==> config.mk <==
export PLATFORM = sky130hd
export DESIGN_NAME = tws_slave
export DESIGN_NICKNAME = d
export VERILOG_FILES = /design/src/hw/tws_pkg.sv /design/src/hw/tws_slave.sv
export SDC_FILE = /design/constraint.sdc
export NUM_CORES = 1
export LEC_CHECK = 0
export ABC_AREA = 1
export BUFFER_PORTS_ARGS = -buffer_cell sky130_fd_sc_hd__buf_4
export CORE_AREA = 2 2 223 181
export DETAILED_ROUTE_END_ITERATION = 7
export DIE_AREA = 0 0 225 183
export PLACE_DENSITY_LB_ADDON = 0.08
export SETUP_SLACK_MARGIN = 0.3
export SKIP_CTS_REPAIR_TIMING = 1
export SYNTH_ARGS = -nofsm -noshare
export SYNTH_HDL_FRONTEND = slang
export SYNTH_SLANG_ARGS = --single-unit
==> constraint.sdc <==
create_clock -name clk -period 6.15 [get_ports clk]
set_input_delay 0.3075 -clock clk [delete_from_list [all_inputs] [get_ports clk]]
set_output_delay 0.3075 -clock clk [all_outputs]
set_load 0.02 [all_outputs]
==> src/hw/tws_pkg.sv <==
// package for the two-wire slave unit: register map, reset values, states
package tws_pkg;
    // register byte offsets
    localparam logic [11:0] OFS_TASK_STOP = 12'h0014;
    localparam logic [11:0] OFS_TASK_SUSPEND = 12'h001c;
    localparam logic [11:0] OFS_TASK_RESUME = 12'h0020;
    localparam logic [11:0] OFS_TASK_PREP_RX = 12'h0030;
    localparam logic [11:0] OFS_TASK_PREP_TX = 12'h0034;
    localparam logic [11:0] OFS_EVENTS = 12'h0100;
    localparam logic [11:0] OFS_SHORTS = 12'h0200;
    localparam logic [11:0] OFS_MATCH = 12'h04d4;
    localparam logic [11:0] OFS_ENABLE = 12'h0500;
    localparam logic [11:0] OFS_RX_PTR = 12'h0534;
    localparam logic [11:0] OFS_RX_MAX = 12'h0538;
    localparam logic [11:0] OFS_RX_TOTAL = 12'h053c;
    localparam logic [11:0] OFS_TX_PTR = 12'h0544;
    localparam logic [11:0] OFS_TX_MAX = 12'h0548;
    localparam logic [11:0] OFS_TX_TOTAL = 12'h054c;
    localparam logic [11:0] OFS_ADDR0 = 12'h0588;
    localparam logic [11:0] OFS_ADDR1 = 12'h058c;
    localparam logic [11:0] OFS_CONFIG = 12'h0594;
    localparam logic [11:0] OFS_ORC = 12'h05c0;
    // event bit positions in the event register
    localparam int EV_STOPPED = 0;
    localparam int EV_ERROR = 1;
    localparam int EV_RX_BEGUN = 2;
    localparam int EV_TX_BEGUN = 3;
    localparam int EV_WRITE = 4;
    localparam int EV_READ = 5;
    localparam int EV_COUNT = 6;
    // reset values
    localparam logic [31:0] RST_ZERO = 32'h0000_0000;
    localparam logic [1:0] RST_CONFIG = 2'h1;
    // enable register value that turns the unit on
    localparam logic [3:0] ENABLE_ON = 4'h9;
    // unit states, gray coded along idle, address, stretch, active, skip
    typedef enum logic [2:0] {
        TWS_IDLE = 3'b000,
        TWS_ADDR = 3'b001,
        TWS_WAIT = 3'b011,
        TWS_ACTIVE = 3'b010,
        TWS_SKIP = 3'b110
    } tws_state_t;
endpackage

==> src/hw/tws_slave.sv <==
// two-wire slave unit with memory channels, register port and bus pins
//
// Added by the designer: the register addresses and strobed register access.
`timescale 1ns/1ps
`default_nettype none
module tws_slave #(
    parameter int ADDR_W = 12,
    parameter int PTR_W = 32,
    parameter int CNT_W = 14
) (
    // clock and reset
    input wire logic clk,
    input wire logic reset_n,
    // register port
    input wire logic [ADDR_W-1:0] reg_addr,
    input wire logic [31:0] reg_wdata,
    input wire logic reg_write,
    input wire logic reg_read,
    output logic [31:0] reg_rdata,
    // bus pins, open drain
    input wire logic scl_in,
    output logic scl_out,
    output logic scl_oe,
    input wire logic sda_in,
    output logic sda_out,
    output logic sda_oe,
    // memory port, one byte per access
    output logic mem_req,
    output logic mem_we,
    output logic [PTR_W-1:0] mem_addr,
    output logic [7:0] mem_wdata,
    input wire logic mem_ack,
    input wire logic [7:0] mem_rdata,
    // event pulses
    output logic [5:0] event_pulse
);
    // pin synchronisers, three stages
    logic [2:0] scl_sync_reg;
    logic [2:0] sda_sync_reg;
    logic scl_reg;
    logic sda_reg;
    always_ff @(posedge clk or negedge reset_n) begin
        if (!reset_n) begin
            scl_sync_reg <= 3'h7;
            sda_sync_reg <= 3'h7;
            scl_reg <= 1'b1;
            sda_reg <= 1'b1;
        end else begin
            scl_sync_reg <= {scl_sync_reg[1:0], scl_in};
            sda_sync_reg <= {sda_sync_reg[1:0], sda_in};
            if (scl_sync_reg[1] == scl_sync_reg[2]) scl_reg <= scl_sync_reg[2];
            if (sda_sync_reg[1] == sda_sync_reg[2]) sda_reg <= sda_sync_reg[2];
        end
    end

    // bus conditions, sampled at 100 MHz so both 100 kHz and 400 kHz fit
    wire scl_rise = (scl_sync_reg[2] == scl_sync_reg[1]) && scl_sync_reg[2] && !scl_reg;
    wire scl_fall = (scl_sync_reg[2] == scl_sync_reg[1]) && !scl_sync_reg[2] && scl_reg;
    wire sda_rise = (sda_sync_reg[2] == sda_sync_reg[1]) && sda_sync_reg[2] && !sda_reg;
    wire sda_fall = (sda_sync_reg[2] == sda_sync_reg[1]) && !sda_sync_reg[2] && sda_reg;
    wire bus_start = sda_fall && scl_reg;
    wire bus_stop = sda_rise && scl_reg;

    // software registers
    logic enable_reg;
    logic [6:0] addr0_reg;
    logic [6:0] addr1_reg;
    logic [1:0] config_reg;
    logic [7:0] orc_reg;
    logic [1:0] shorts_reg;
    logic [PTR_W-1:0] rx_ptr_reg;
    logic [PTR_W-1:0] tx_ptr_reg;
    logic [CNT_W-1:0] rx_max_reg;
    logic [CNT_W-1:0] tx_max_reg;
    logic [5:0] events_reg;
    logic match_reg;

    // task strobes
    wire wr_stop = reg_write && (reg_addr == tws_pkg::OFS_TASK_STOP) && reg_wdata[0];
    wire wr_suspend = reg_write && (reg_addr == tws_pkg::OFS_TASK_SUSPEND) && reg_wdata[0];
    wire wr_resume = reg_write && (reg_addr == tws_pkg::OFS_TASK_RESUME) && reg_wdata[0];
    wire wr_prep_rx = reg_write && (reg_addr == tws_pkg::OFS_TASK_PREP_RX) && reg_wdata[0];
    wire wr_prep_tx = reg_write && (reg_addr == tws_pkg::OFS_TASK_PREP_TX) && reg_wdata[0];

    // transfer state
    tws_pkg::tws_state_t state_reg;
    logic [3:0] bit_cnt_reg;
    logic [7:0] shift_reg;
    logic dir_read_reg;
    logic tx_ready_reg;
    logic rx_ready_reg;
    logic suspended_reg;
    logic [PTR_W-1:0] cur_ptr_reg;
    logic [CNT_W-1:0] cur_max_reg;
    logic [CNT_W-1:0] count_reg;
    logic [CNT_W-1:0] rx_total_reg;
    logic [CNT_W-1:0] tx_total_reg;
    logic sda_hold_reg;
    logic scl_hold_reg;
    logic pend_stop_reg;
    logic mem_req_reg;
    logic mem_we_reg;
    logic [7:0] tx_byte_reg;
    logic [5:0] ev_pulse_reg;

    // address match against two configured addresses
    wire hit0 = config_reg[0] && (shift_reg[7:1] == addr0_reg);
    wire hit1 = config_reg[1] && (shift_reg[7:1] == addr1_reg);
    wire addr_hit = hit0 || hit1;
    wire in_frame = (state_reg == tws_pkg::TWS_ACTIVE) || (state_reg == tws_pkg::TWS_WAIT);
    // a stop task or bus stop only completes once the memory access is done
    wire finish = (pend_stop_reg || bus_stop || wr_stop) && !mem_req_reg;
    wire can_go = dir_read_reg ? tx_ready_reg : rx_ready_reg;
    wire over = (count_reg >= cur_max_reg);

    // register writes; software keeps address settings still while enabled
    always_ff @(posedge clk or negedge reset_n) begin
        if (!reset_n) begin
            enable_reg <= 1'b0;
            addr0_reg <= 7'h00;
            addr1_reg <= 7'h00;
            config_reg <= tws_pkg::RST_CONFIG;
            orc_reg <= 8'h00;
            shorts_reg <= 2'h0;
            rx_ptr_reg <= '0;
            tx_ptr_reg <= '0;
            rx_max_reg <= '0;
            tx_max_reg <= '0;
        end else if (reg_write) begin
            if (reg_addr == tws_pkg::OFS_ENABLE) enable_reg <= (reg_wdata[3:0] == tws_pkg::ENABLE_ON);
            else if (reg_addr == tws_pkg::OFS_ADDR0) addr0_reg <= reg_wdata[6:0];
            else if (reg_addr == tws_pkg::OFS_ADDR1) addr1_reg <= reg_wdata[6:0];
            else if (reg_addr == tws_pkg::OFS_CONFIG) config_reg <= reg_wdata[1:0];
            else if (reg_addr == tws_pkg::OFS_ORC) orc_reg <= reg_wdata[7:0];
            else if (reg_addr == tws_pkg::OFS_SHORTS) shorts_reg <= reg_wdata[1:0];
            else if (reg_addr == tws_pkg::OFS_RX_PTR) rx_ptr_reg <= reg_wdata[PTR_W-1:0];
            else if (reg_addr == tws_pkg::OFS_TX_PTR) tx_ptr_reg <= reg_wdata[PTR_W-1:0];
            else if (reg_addr == tws_pkg::OFS_RX_MAX) rx_max_reg <= reg_wdata[CNT_W-1:0];
            else if (reg_addr == tws_pkg::OFS_TX_MAX) tx_max_reg <= reg_wdata[CNT_W-1:0];
        end
    end

    // event flags: hardware set wins over a software clear in the same cycle
    wire ev_write = reg_write && (reg_addr == tws_pkg::OFS_EVENTS);
    always_ff @(posedge clk or negedge reset_n) begin
        if (!reset_n) events_reg <= 6'h00;
        else events_reg <= (ev_write ? (events_reg & ~reg_wdata[5:0]) : events_reg) | ev_pulse_reg;
    end

    // read data, one cycle after the strobe; unmapped reads give zero
    wire [31:0] rd_mux =
        (reg_addr == tws_pkg::OFS_ENABLE) ? {28'h000_0000, enable_reg ? tws_pkg::ENABLE_ON : 4'h0} :
        (reg_addr == tws_pkg::OFS_EVENTS) ? {26'h000_0000, events_reg} :
        (reg_addr == tws_pkg::OFS_MATCH) ? {31'h0000_0000, match_reg} :
        (reg_addr == tws_pkg::OFS_ADDR0) ? {25'h000_0000, addr0_reg} :
        (reg_addr == tws_pkg::OFS_ADDR1) ? {25'h000_0000, addr1_reg} :
        (reg_addr == tws_pkg::OFS_CONFIG) ? {30'h0000_0000, config_reg} :
        (reg_addr == tws_pkg::OFS_ORC) ? {24'h00_0000, orc_reg} :
        (reg_addr == tws_pkg::OFS_SHORTS) ? {30'h0000_0000, shorts_reg} :
        (reg_addr == tws_pkg::OFS_RX_PTR) ? 32'(rx_ptr_reg) :
        (reg_addr == tws_pkg::OFS_TX_PTR) ? 32'(tx_ptr_reg) :
        (reg_addr == tws_pkg::OFS_RX_MAX) ? 32'(rx_max_reg) :
        (reg_addr == tws_pkg::OFS_TX_MAX) ? 32'(tx_max_reg) :
        (reg_addr == tws_pkg::OFS_RX_TOTAL) ? 32'(rx_total_reg) :
        (reg_addr == tws_pkg::OFS_TX_TOTAL) ? 32'(tx_total_reg) : tws_pkg::RST_ZERO;
    always_ff @(posedge clk or negedge reset_n) begin
        if (!reset_n) reg_rdata <= tws_pkg::RST_ZERO;
        else if (reg_read) reg_rdata <= rd_mux;
        else reg_rdata <= tws_pkg::RST_ZERO;
    end

    // ready flags; clearing on begin wins over nothing, prepare in same cycle stays
    always_ff @(posedge clk or negedge reset_n) begin
        if (!reset_n) begin
            tx_ready_reg <= 1'b0;
            rx_ready_reg <= 1'b0;
        end else begin
            if (wr_prep_tx) tx_ready_reg <= 1'b1;
            else if (ev_pulse_reg[tws_pkg::EV_TX_BEGUN]) tx_ready_reg <= 1'b0;
            else if (ev_pulse_reg[tws_pkg::EV_STOPPED] && dir_read_reg) tx_ready_reg <= 1'b0;
            if (wr_prep_rx) rx_ready_reg <= 1'b1;
            else if (ev_pulse_reg[tws_pkg::EV_RX_BEGUN]) rx_ready_reg <= 1'b0;
            else if (ev_pulse_reg[tws_pkg::EV_STOPPED] && !dir_read_reg) rx_ready_reg <= 1'b0;
        end
    end

    // main sequencer: bit shifting on scl edges, memory access between bytes
    always_ff @(posedge clk or negedge reset_n) begin
        if (!reset_n) begin
            state_reg <= tws_pkg::TWS_IDLE;
            bit_cnt_reg <= 4'h0;
            shift_reg <= 8'h00;
            dir_read_reg <= 1'b0;
            suspended_reg <= 1'b0;
            cur_ptr_reg <= '0;
            cur_max_reg <= '0;
            count_reg <= '0;
            rx_total_reg <= '0;
            tx_total_reg <= '0;
            sda_hold_reg <= 1'b0;
            scl_hold_reg <= 1'b0;
            pend_stop_reg <= 1'b0;
            mem_req_reg <= 1'b0;
            mem_we_reg <= 1'b0;
            tx_byte_reg <= 8'h00;
            ev_pulse_reg <= 6'h00;
            match_reg <= 1'b0;
            mem_addr <= '0;
            mem_wdata <= 8'h00;
        end else begin
            ev_pulse_reg <= 6'h00;
            if (mem_req_reg && mem_ack) begin
                mem_req_reg <= 1'b0;
                if (!mem_we_reg) tx_byte_reg <= mem_rdata;
            end
            if (wr_suspend || (shorts_reg[0] && ev_pulse_reg[tws_pkg::EV_READ])) suspended_reg <= 1'b1;
            else if (wr_resume) suspended_reg <= 1'b0;
            if (!enable_reg) begin
                state_reg <= tws_pkg::TWS_IDLE;
                sda_hold_reg <= 1'b0;
                scl_hold_reg <= 1'b0;
                pend_stop_reg <= 1'b0;
            end else if (in_frame && (pend_stop_reg || bus_stop || wr_stop)) begin
                // stopped waits for any memory access in flight
                sda_hold_reg <= 1'b0;
                scl_hold_reg <= 1'b0;
                pend_stop_reg <= !finish;
                if (finish) begin
                    state_reg <= tws_pkg::TWS_IDLE;
                    ev_pulse_reg[tws_pkg::EV_STOPPED] <= 1'b1;
                    if (dir_read_reg) tx_total_reg <= count_reg;
                    else rx_total_reg <= count_reg;
                end
            end else if (bus_start) begin
                // start from idle or skip goes to address; a repeated start in any other state returns to idle first
                state_reg <= (state_reg == tws_pkg::TWS_IDLE || state_reg == tws_pkg::TWS_SKIP) ?
                    tws_pkg::TWS_ADDR : tws_pkg::TWS_IDLE;
                bit_cnt_reg <= 4'h0;
                sda_hold_reg <= 1'b0;
                scl_hold_reg <= 1'b0;
            end else begin
                case (state_reg)
                    tws_pkg::TWS_ADDR: begin
                        if (scl_rise && bit_cnt_reg < 4'h8) begin
                            shift_reg <= {shift_reg[6:0], sda_reg};
                            bit_cnt_reg <= bit_cnt_reg + 4'h1;
                        end else if (scl_fall && bit_cnt_reg == 4'h8) begin
                            if (addr_hit) begin
                                sda_hold_reg <= 1'b1;
                                dir_read_reg <= shift_reg[0];
                                match_reg <= !hit0;
                                ev_pulse_reg[shift_reg[0] ? tws_pkg::EV_READ : tws_pkg::EV_WRITE] <= 1'b1;
                                bit_cnt_reg <= 4'h9;
                            end else begin
                                state_reg <= tws_pkg::TWS_SKIP; // nack by leaving sda high
                            end
                        end else if (scl_fall && bit_cnt_reg == 4'h9) begin
                            sda_hold_reg <= 1'b0;
                            scl_hold_reg <= 1'b1;
                            state_reg <= tws_pkg::TWS_WAIT;
                        end
                    end
                    tws_pkg::TWS_WAIT: begin
                        // stretch until the right side is prepared and not suspended
                        scl_hold_reg <= 1'b1;
                        if (can_go && !suspended_reg) begin
                            state_reg <= tws_pkg::TWS_ACTIVE;
                            ev_pulse_reg[dir_read_reg ? tws_pkg::EV_TX_BEGUN : tws_pkg::EV_RX_BEGUN] <= 1'b1;
                            cur_ptr_reg <= dir_read_reg ? tx_ptr_reg : rx_ptr_reg;
                            cur_max_reg <= dir_read_reg ? tx_max_reg : rx_max_reg;
                            count_reg <= '0;
                            bit_cnt_reg <= 4'h0;
                            mem_req_reg <= dir_read_reg && (tx_max_reg != '0);
                            mem_we_reg <= 1'b0;
                            mem_addr <= tx_ptr_reg;
                            tx_byte_reg <= orc_reg;
                        end
                    end
                    tws_pkg::TWS_ACTIVE: begin
                        // hold scl low while memory or a suspend is pending
                        scl_hold_reg <= mem_req_reg || suspended_reg;
                        if (dir_read_reg) begin
                            if (!scl_reg && bit_cnt_reg < 4'h8 && !mem_req_reg) begin
                                sda_hold_reg <= !tx_byte_reg[3'(7 - bit_cnt_reg)];
                            end
                            if (scl_fall && bit_cnt_reg < 4'h8) begin
                                bit_cnt_reg <= bit_cnt_reg + 4'h1;
                                if (bit_cnt_reg == 4'h7) sda_hold_reg <= 1'b0;
                            end else if (scl_rise && bit_cnt_reg == 4'h8) begin
                                // master ack low asks for more, nack ends our driving
                                if (over) ev_pulse_reg[tws_pkg::EV_ERROR] <= 1'b1;
                                count_reg <= count_reg + CNT_W'(1);
                                bit_cnt_reg <= sda_reg ? 4'ha : 4'h9;
                                if (!sda_reg && (count_reg + CNT_W'(1)) < cur_max_reg) begin
                                    mem_req_reg <= 1'b1;
                                    mem_addr <= cur_ptr_reg + PTR_W'(count_reg) + PTR_W'(1);
                                end else if (!sda_reg) begin
                                    tx_byte_reg <= orc_reg;
                                end
                            end else if (scl_fall && bit_cnt_reg == 4'h9) begin
                                bit_cnt_reg <= 4'h0;
                            end
                        end else begin
                            if (scl_rise && bit_cnt_reg < 4'h8) begin
                                shift_reg <= {shift_reg[6:0], sda_reg};
                                bit_cnt_reg <= bit_cnt_reg + 4'h1;
                            end else if (scl_fall && bit_cnt_reg == 4'h8) begin
                                if (!over) begin
                                    sda_hold_reg <= 1'b1;
                                    // stretch at once, the pin path is too slow to wait for mem_req
                                    scl_hold_reg <= 1'b1;
                                    mem_req_reg <= 1'b1;
                                    mem_we_reg <= 1'b1;
                                    mem_addr <= cur_ptr_reg + PTR_W'(count_reg);
                                    mem_wdata <= shift_reg;
                                    count_reg <= count_reg + CNT_W'(1);
                                end else begin
                                    ev_pulse_reg[tws_pkg::EV_ERROR] <= 1'b1;
                                end
                                bit_cnt_reg <= 4'h9;
                            end else if (scl_fall && bit_cnt_reg == 4'h9) begin
                                sda_hold_reg <= 1'b0;
                                bit_cnt_reg <= 4'h0;
                            end
                        end
                    end
                    default: begin
                        // idle or ignoring a transfer meant for another slave
                        sda_hold_reg <= 1'b0;
                        scl_hold_reg <= 1'b0;
                    end
                endcase
            end
        end
    end

    // pin enables and memory outputs straight from flip-flops; pin levels tied low
    assign sda_out = 1'b0;
    assign sda_oe = sda_hold_reg;
    assign scl_out = 1'b0;
    assign scl_oe = scl_hold_reg;
    assign mem_req = mem_req_reg;
    assign mem_we = mem_we_reg;
    assign event_pulse = ev_pulse_reg;
endmodule
`default_nettype wire

Word-level counts from Yosys, hierarchy flattened
Cells that the tools add are included.
{"block": "word_totals", "output_inout_bits": 84, "wordCells": 373, "ff_bits": 332}
{"block": "classes", "add_sub_neg": 5, "muxes": 156, "n_reduce_logical": 89, "order_cmp": 8, "eq_ne": 60, "n_bitwise": 17}
{"op": "$mux 32", "n": 20}
{"op": "$mux 14", "n": 12}
{"op": "$eq 12x11->1 const B", "n": 12}
{"op": "$mux 8", "n": 13}
{"op": "$mux 1", "n": 65}
{"op": "$pmux 32 s2", "n": 1}
{"op": "$mux 4", "n": 12}
{"op": "$mux 6", "n": 7}
{"op": "$logic_and 1x1->1", "n": 41}
{"op": "$eq 12x6->1 const B", "n": 3}
{"op": "$add 32x1->32 const B", "n": 1}
{"op": "$add 32x14->32", "n": 1}
{"op": "$pmux 8 s2", "n": 2}
{"op": "$pmux 14 s2", "n": 1}
{"op": "$mux 3", "n": 9}
{"op": "$eq 12x5->1 const B", "n": 2}
{"op": "$ne 6x6->1 const B", "n": 4}
{"op": "$reduce_and 11->1", "n": 2}
{"op": "$reduce_and 10->1", "n": 2}
{"op": "$reduce_and 5->1", "n": 4}
{"op": "$reduce_and 6->1", "n": 3}
{"op": "$reduce_and 9->1", "n": 2}
{"op": "$reduce_and 8->1", "n": 2}
{"op": "$ne 5x5->1 const B", "n": 3}
{"op": "other kinds (52)", "n": 111}

Longest topological paths before layout
{"block": "logic_depth", "word_depth": 16, "ltp_mapped": 23}

Worst setup path before layout
No wires, ideal clock.
{"block": "synth_path", "kind": "reg2reg", "startpoint": "register count_reg[1]", "endpoint": "register tx_byte_reg[4]", "slack_ps": 3135, "period_less_slack_ps": 3015, "stages_incl_launch_ff": 20, "arrival_time_ps": 2880, "setup_ps": 135, "path_cell_list": "dfrtp_1 > inv_1 > nor3_1 > nand3_1 > inv_1 > nand2_1 > nor4_1 > xor2_1 > ha_1 > a21oi_1 > o21ai_0 > a21oi_1 > nand2_1 > nand4_1 > clkbuf_1 > a21oi_1 > o21ai_0 > nand2_1 > nand2_1 > o21ai_0"}
{"block": "synth_via", "elab_chain_cells": 11}
{"item": "start, declared", "line": "tws_slave.sv:95", "text": "logic [CNT_W-1:0] count_reg;"}
{"item": "start signal, assigned", "line": "tws_slave.sv:292", "text": "count_reg <= count_reg + CNT_W'(1);"}
{"item": "start signal, assigned", "line": "tws_slave.sv:316", "text": "count_reg <= count_reg + CNT_W'(1);"}
{"item": "$add 14x1->14", "line": "tws_slave.sv:294", "text": "if (!sda_reg && (count_reg + CNT_W'(1)) < cur_max_reg) begin"}
{"item": "$lt 14x14->1", "line": "tws_slave.sv:294"}
{"item": "$logic_and 1x1->1", "line": "tws_slave.sv:294"}
{"item": "$mux 8", "line": "tws_slave.sv:294"}
{"item": "$mux 8", "line": "tws_slave.sv:289", "text": "end else if (scl_rise && bit_cnt_reg == 4'h8) begin"}
{"item": "$mux 8", "line": "tws_slave.sv:286", "text": "if (scl_fall && bit_cnt_reg < 4'h8) begin"}
{"item": "$mux 8", "line": "tws_slave.sv:282", "text": "if (dir_read_reg) begin"}
{"item": "$pmux 8 s2", "line": "tws_slave.sv:242", "text": "case (state_reg)"}
{"item": "$mux 8", "line": "tws_slave.sv:234", "text": "end else if (bus_start) begin"}
{"item": "$mux 8", "line": "tws_slave.sv:223", "text": "end else if (in_frame && (pend_stop_reg || bus_stop || wr_stop)) begin"}
{"item": "$mux 8", "line": "tws_slave.sv:218", "text": "if (!enable_reg) begin"}
{"item": "end signal, assigned", "line": "tws_slave.sv:214", "text": "if (!mem_we_reg) tx_byte_reg <= mem_rdata;"}
{"item": "end signal, assigned", "line": "tws_slave.sv:276", "text": "tx_byte_reg <= orc_reg;"}
{"item": "end signal, assigned", "line": "tws_slave.sv:298", "text": "tx_byte_reg <= orc_reg;"}
{"item": "end, declared", "line": "tws_slave.sv:103", "text": "logic [7:0] tx_byte_reg;"}
No other way between the ends.
A chain may end at the register's enable or synchronous reset.

Worst setup path after layout
{"block": "layout_path", "startpoint": "register count_reg[1]", "endpoint": "register mem_addr[20]"}
{"block": "layout_via", "elab_chain_cells": 7, "word_cells_on_any_way": 17, "cone_classes": "add/sub (3); order compare (2); eq/ne (2); mux (8); reduce/logical (2)"}
{"item": "$add 32x14->32", "line": "tws_slave.sv:296, tws_slave.sv:314"}
{"item": "$add 32x1->32", "line": "tws_slave.sv:296", "text": "mem_addr <= cur_ptr_reg + PTR_W'(count_reg) + PTR_W'(1);"}
{"item": "$mux 32", "line": "tws_slave.sv:294"}
{"item": "$mux 32", "line": "tws_slave.sv:289"}
{"item": "$mux 32", "line": "tws_slave.sv:286"}
{"item": "$mux 32", "line": "tws_slave.sv:282"}
{"item": "$pmux 32 s2", "line": "tws_slave.sv:242"}
{"item": "end signal, assigned", "line": "tws_slave.sv:275", "text": "mem_addr <= tx_ptr_reg;"}
{"item": "end signal, assigned", "line": "tws_slave.sv:296"}
{"item": "end signal, assigned", "line": "tws_slave.sv:314", "text": "mem_addr <= cur_ptr_reg + PTR_W'(count_reg);"}
{"item": "end, declared", "line": "tws_slave.sv:30", "text": "output logic [PTR_W-1:0] mem_addr,"}
Several ways; a longest one is shown, not always the timed one. The select of a mux whose other input is x is not followed.

==> flow_metrics.env <==
export IMPL_max_freq_mhz=238
export IMPL_initial_utilization=0.493
export IMPL_syn_inst=2510
export IMPL_required_ns=6.62
export IMPL_final_cell_mix="692 x nand2_1, 322 x dfrtp_1, 293 x inv_1"
export IMPL_die_h_um=183
export IMPL_slowest_delay_ns=0.50
export IMPL_port_buffers=140
export IMPL_cts_tree="yes"
export IMPL_coreArea_um2=39000
export IMPL_netlist_area_leader_share=0.421
export IMPL_h_tree_depth=2
export IMPL_area_delta_synth_final_pct=14.3
export IMPL_fin_nets=2730
export IMPL_synth_top_cell_by_area="dfrtp_1"
export IMPL_grt_pass1_vias=16900
export IMPL_peakVddDrop_mv=0.206
export IMPL_rsz0062_at_grt="false"
export IMPL_criticalPathCategory="reg2reg"
export IMPL_async_reset_ff_frac=1.00
export IMPL_power_leakage_nw=11.0
export IMPL_routedLengthMet1_um=32800
export IMPL_crit_path_max_fanout=45
export IMPL_place_gp_congestion=0.953
export IMPL_clock_sinks=332
export IMPL_fin_setup_tns_ns=0
export IMPL_path_cells="inv_1, nor3_1, nand3_1, inv_1, nand2_1, nor4_1, xor2_1, ha_1, a21oi_1, o21ai_0, a21oi_1, nand2_1, o21ai_1, nand3_4, inv_2, or2_2, a21boi_1"
export IMPL_drive_gt1_frac=0.137
export IMPL_hpwl_um=50700
export IMPL_status="finished, final reports clean"
export IMPL_die_w_um=225
export IMPL_drt_total_wl_um=67500
export IMPL_cap_viol_max_count=0
export IMPL_hold_viol=0
export IMPL_layout_commonest_cell="nand2_1"
export IMPL_grt_use_total=0.331
export IMPL_p_per_area_nw_per_um2=216
export IMPL_crit_path_end_kind="register"
export IMPL_clock_latency_ns=0.55
export IMPL_cts_buffers=36
export IMPL_wl_met2_um=26300
export IMPL_num_vias=18200
export IMPL_viasPerCell=5.78
export IMPL_hp_class="in2reg"
export IMPL_route_detailed_drc=0
export IMPL_grt_max_degree=140
export IMPL_dr_wl_met3_um=7590
export IMPL_fp_row_count=65
export IMPL_ant_nets=0
export IMPL_antenna_cells=0
export IMPL_synth_area_top_cells="dfrtp_1 42%, nand2_1 14%, o21ai_0 7.1%"
export IMPL_slew_violations=0
export IMPL_synthDistinctLibCells=67
export IMPL_drtPass1Iterations=6
export IMPL_final_setup_viol_count=0
export IMPL_floorplan_die_area_um2=41200
export IMPL_worstMarginPinSlew_ns=1.18
export IMPL_worstPathArrival_ns=4.68
export IMPL_grt_antenna_before_repair=0
export IMPL_syn_avg_cell_area_um2=7.65
export IMPL_max_slew_margin=0.209
export IMPL_design_power_total_w=0.00474
export IMPL_fin_crit_sh=0.684
export IMPL_cp_slowest_cell="inv_2"
export IMPL_period_needed_ns=4.21
export IMPL_netlist_area_um2=19200
export IMPL_wire_per_inst_um=21.4
export IMPL_clk_pin_slew_ns=0.07
export IMPL_drt_iter0_drc=1878
export IMPL_boundaryPins=143
export IMPL_seq_area_frac_synth=0.433
export IMPL_cts_buffer_depth=3
export IMPL_synth_edff_count=0
export IMPL_synthFlopType="dfrtp_1"
export IMPL_grt_overflow=0
export IMPL_cp_start_kind="register"
export IMPL_ys_warn_count=0
export IMPL_synth_seq_cells=332
export IMPL_grt_pass1_wl_um=103000
export IMPL_cts_root_buf="clkbuf_16"
export IMPL_finClkSkew_ns=0.0210
export IMPL_top_layer="met4"
## critical path, delay by kind of cell (launching register included)
kind	cells	cell delay, ns
compound gates	5	0.75
xor+xnor	1	0.25
fa+ha+maj	1	0.28
buf+inv	3	0.72
flops	1	0.44
simple gates	7	1.65
## area by class of cell
class / count / area [um^2]
inverter: 319 / 1200
clock buffer: 50 / 1050
fill: 3743 / 17000
tap: 502 / 628
clock inverter: 16 / 255
sequential: 332 / 8320
multi-input combinational: 1775 / 9290
timing repair buffer: 156 / 1210
## kinds of logic after synthesis
group | count (synthesis) | share of synthesized area
other cells | 1 | 0.000195
flops | 332 | 0.433
mux | 8 | 0.00423
buf+inv | 404 | 0.0843
simple gates | 1170 | 0.272
fa+ha+maj | 51 | 0.0336
xor+xnor | 26 | 0.0119
compound gates | 518 | 0.160
## path summary, 6_finish.rpt
check	start	end	slack [ns]	cells after the start
worst max-delay path	count_reg[1]$_DFFE_PN0P_	mem_addr[20]$_DFFE_PN0P_	1.94	17
worst min-delay path	reg_wdata[29]	rx_ptr_reg[29]$_DFFE_PN0P_	0.04	3
worst max register to register	count_reg[1]$_DFFE_PN0P_	mem_addr[20]$_DFFE_PN0P_	1.94	17
worst min register to register	scl_sync_reg[0]$_DFF_PN1_	scl_sync_reg[1]$_DFF_PN1_	0.36	0
max in group asynchronous	reset_n	reg_rdata[17]$_DFF_PN0_	4.63	3
min in group asynchronous	reset_n	pend_stop_reg$_DFFE_PN0N_	0.32	2
## cells in the mapped netlist (all sizes together) (16+ instances only)
| library cell | n |
|---|---|
| buf | 49 |
| nand3 | 145 |
| a221oi | 27 |
| clkbuf | 36 |
| xor2 | 19 |
| ha | 50 |
| a211oi | 16 |
| nand4 | 38 |
| nand2 | 723 |
| a21oi | 121 |
| nor2 | 161 |
| inv | 318 |
| o21ai | 285 |
| o211ai | 23 |
| nor3 | 84 |
| dfrtp | 323 |
## layer usage
layer,vias up,global-route usage
met3,68,0.0971
met1,8823,0.528
li1,8512,-
met2,804,0.445
met4,0,0.0511
met5,-,0
## through the flow
stage	hold slack [ns]	worst slack [ns]	cell area, um^2	utilization	instances
final	0.0397	1.94	22000	0.564	3150
after global routing	0.0506	1.50	22000	0.564	3150
after CTS	-0.267	2.01	21900	0.563	3147
after detailed placement	0.293	2.00	20600	0.529	3081
after global placement	0.285	2.09	20600	0.529	3081
after floorplan	0.0119	3.13	19200	-	2511
## power by group
| group | internal, W | switching [W] |
|---|---|---|
| clock network | 0.00142 | 0.000953 |
| logic | 0.0000440 | 0.000108 |
| registers | 0.00220 | 0.0000128 |
(Power assumes the default switching activity.)
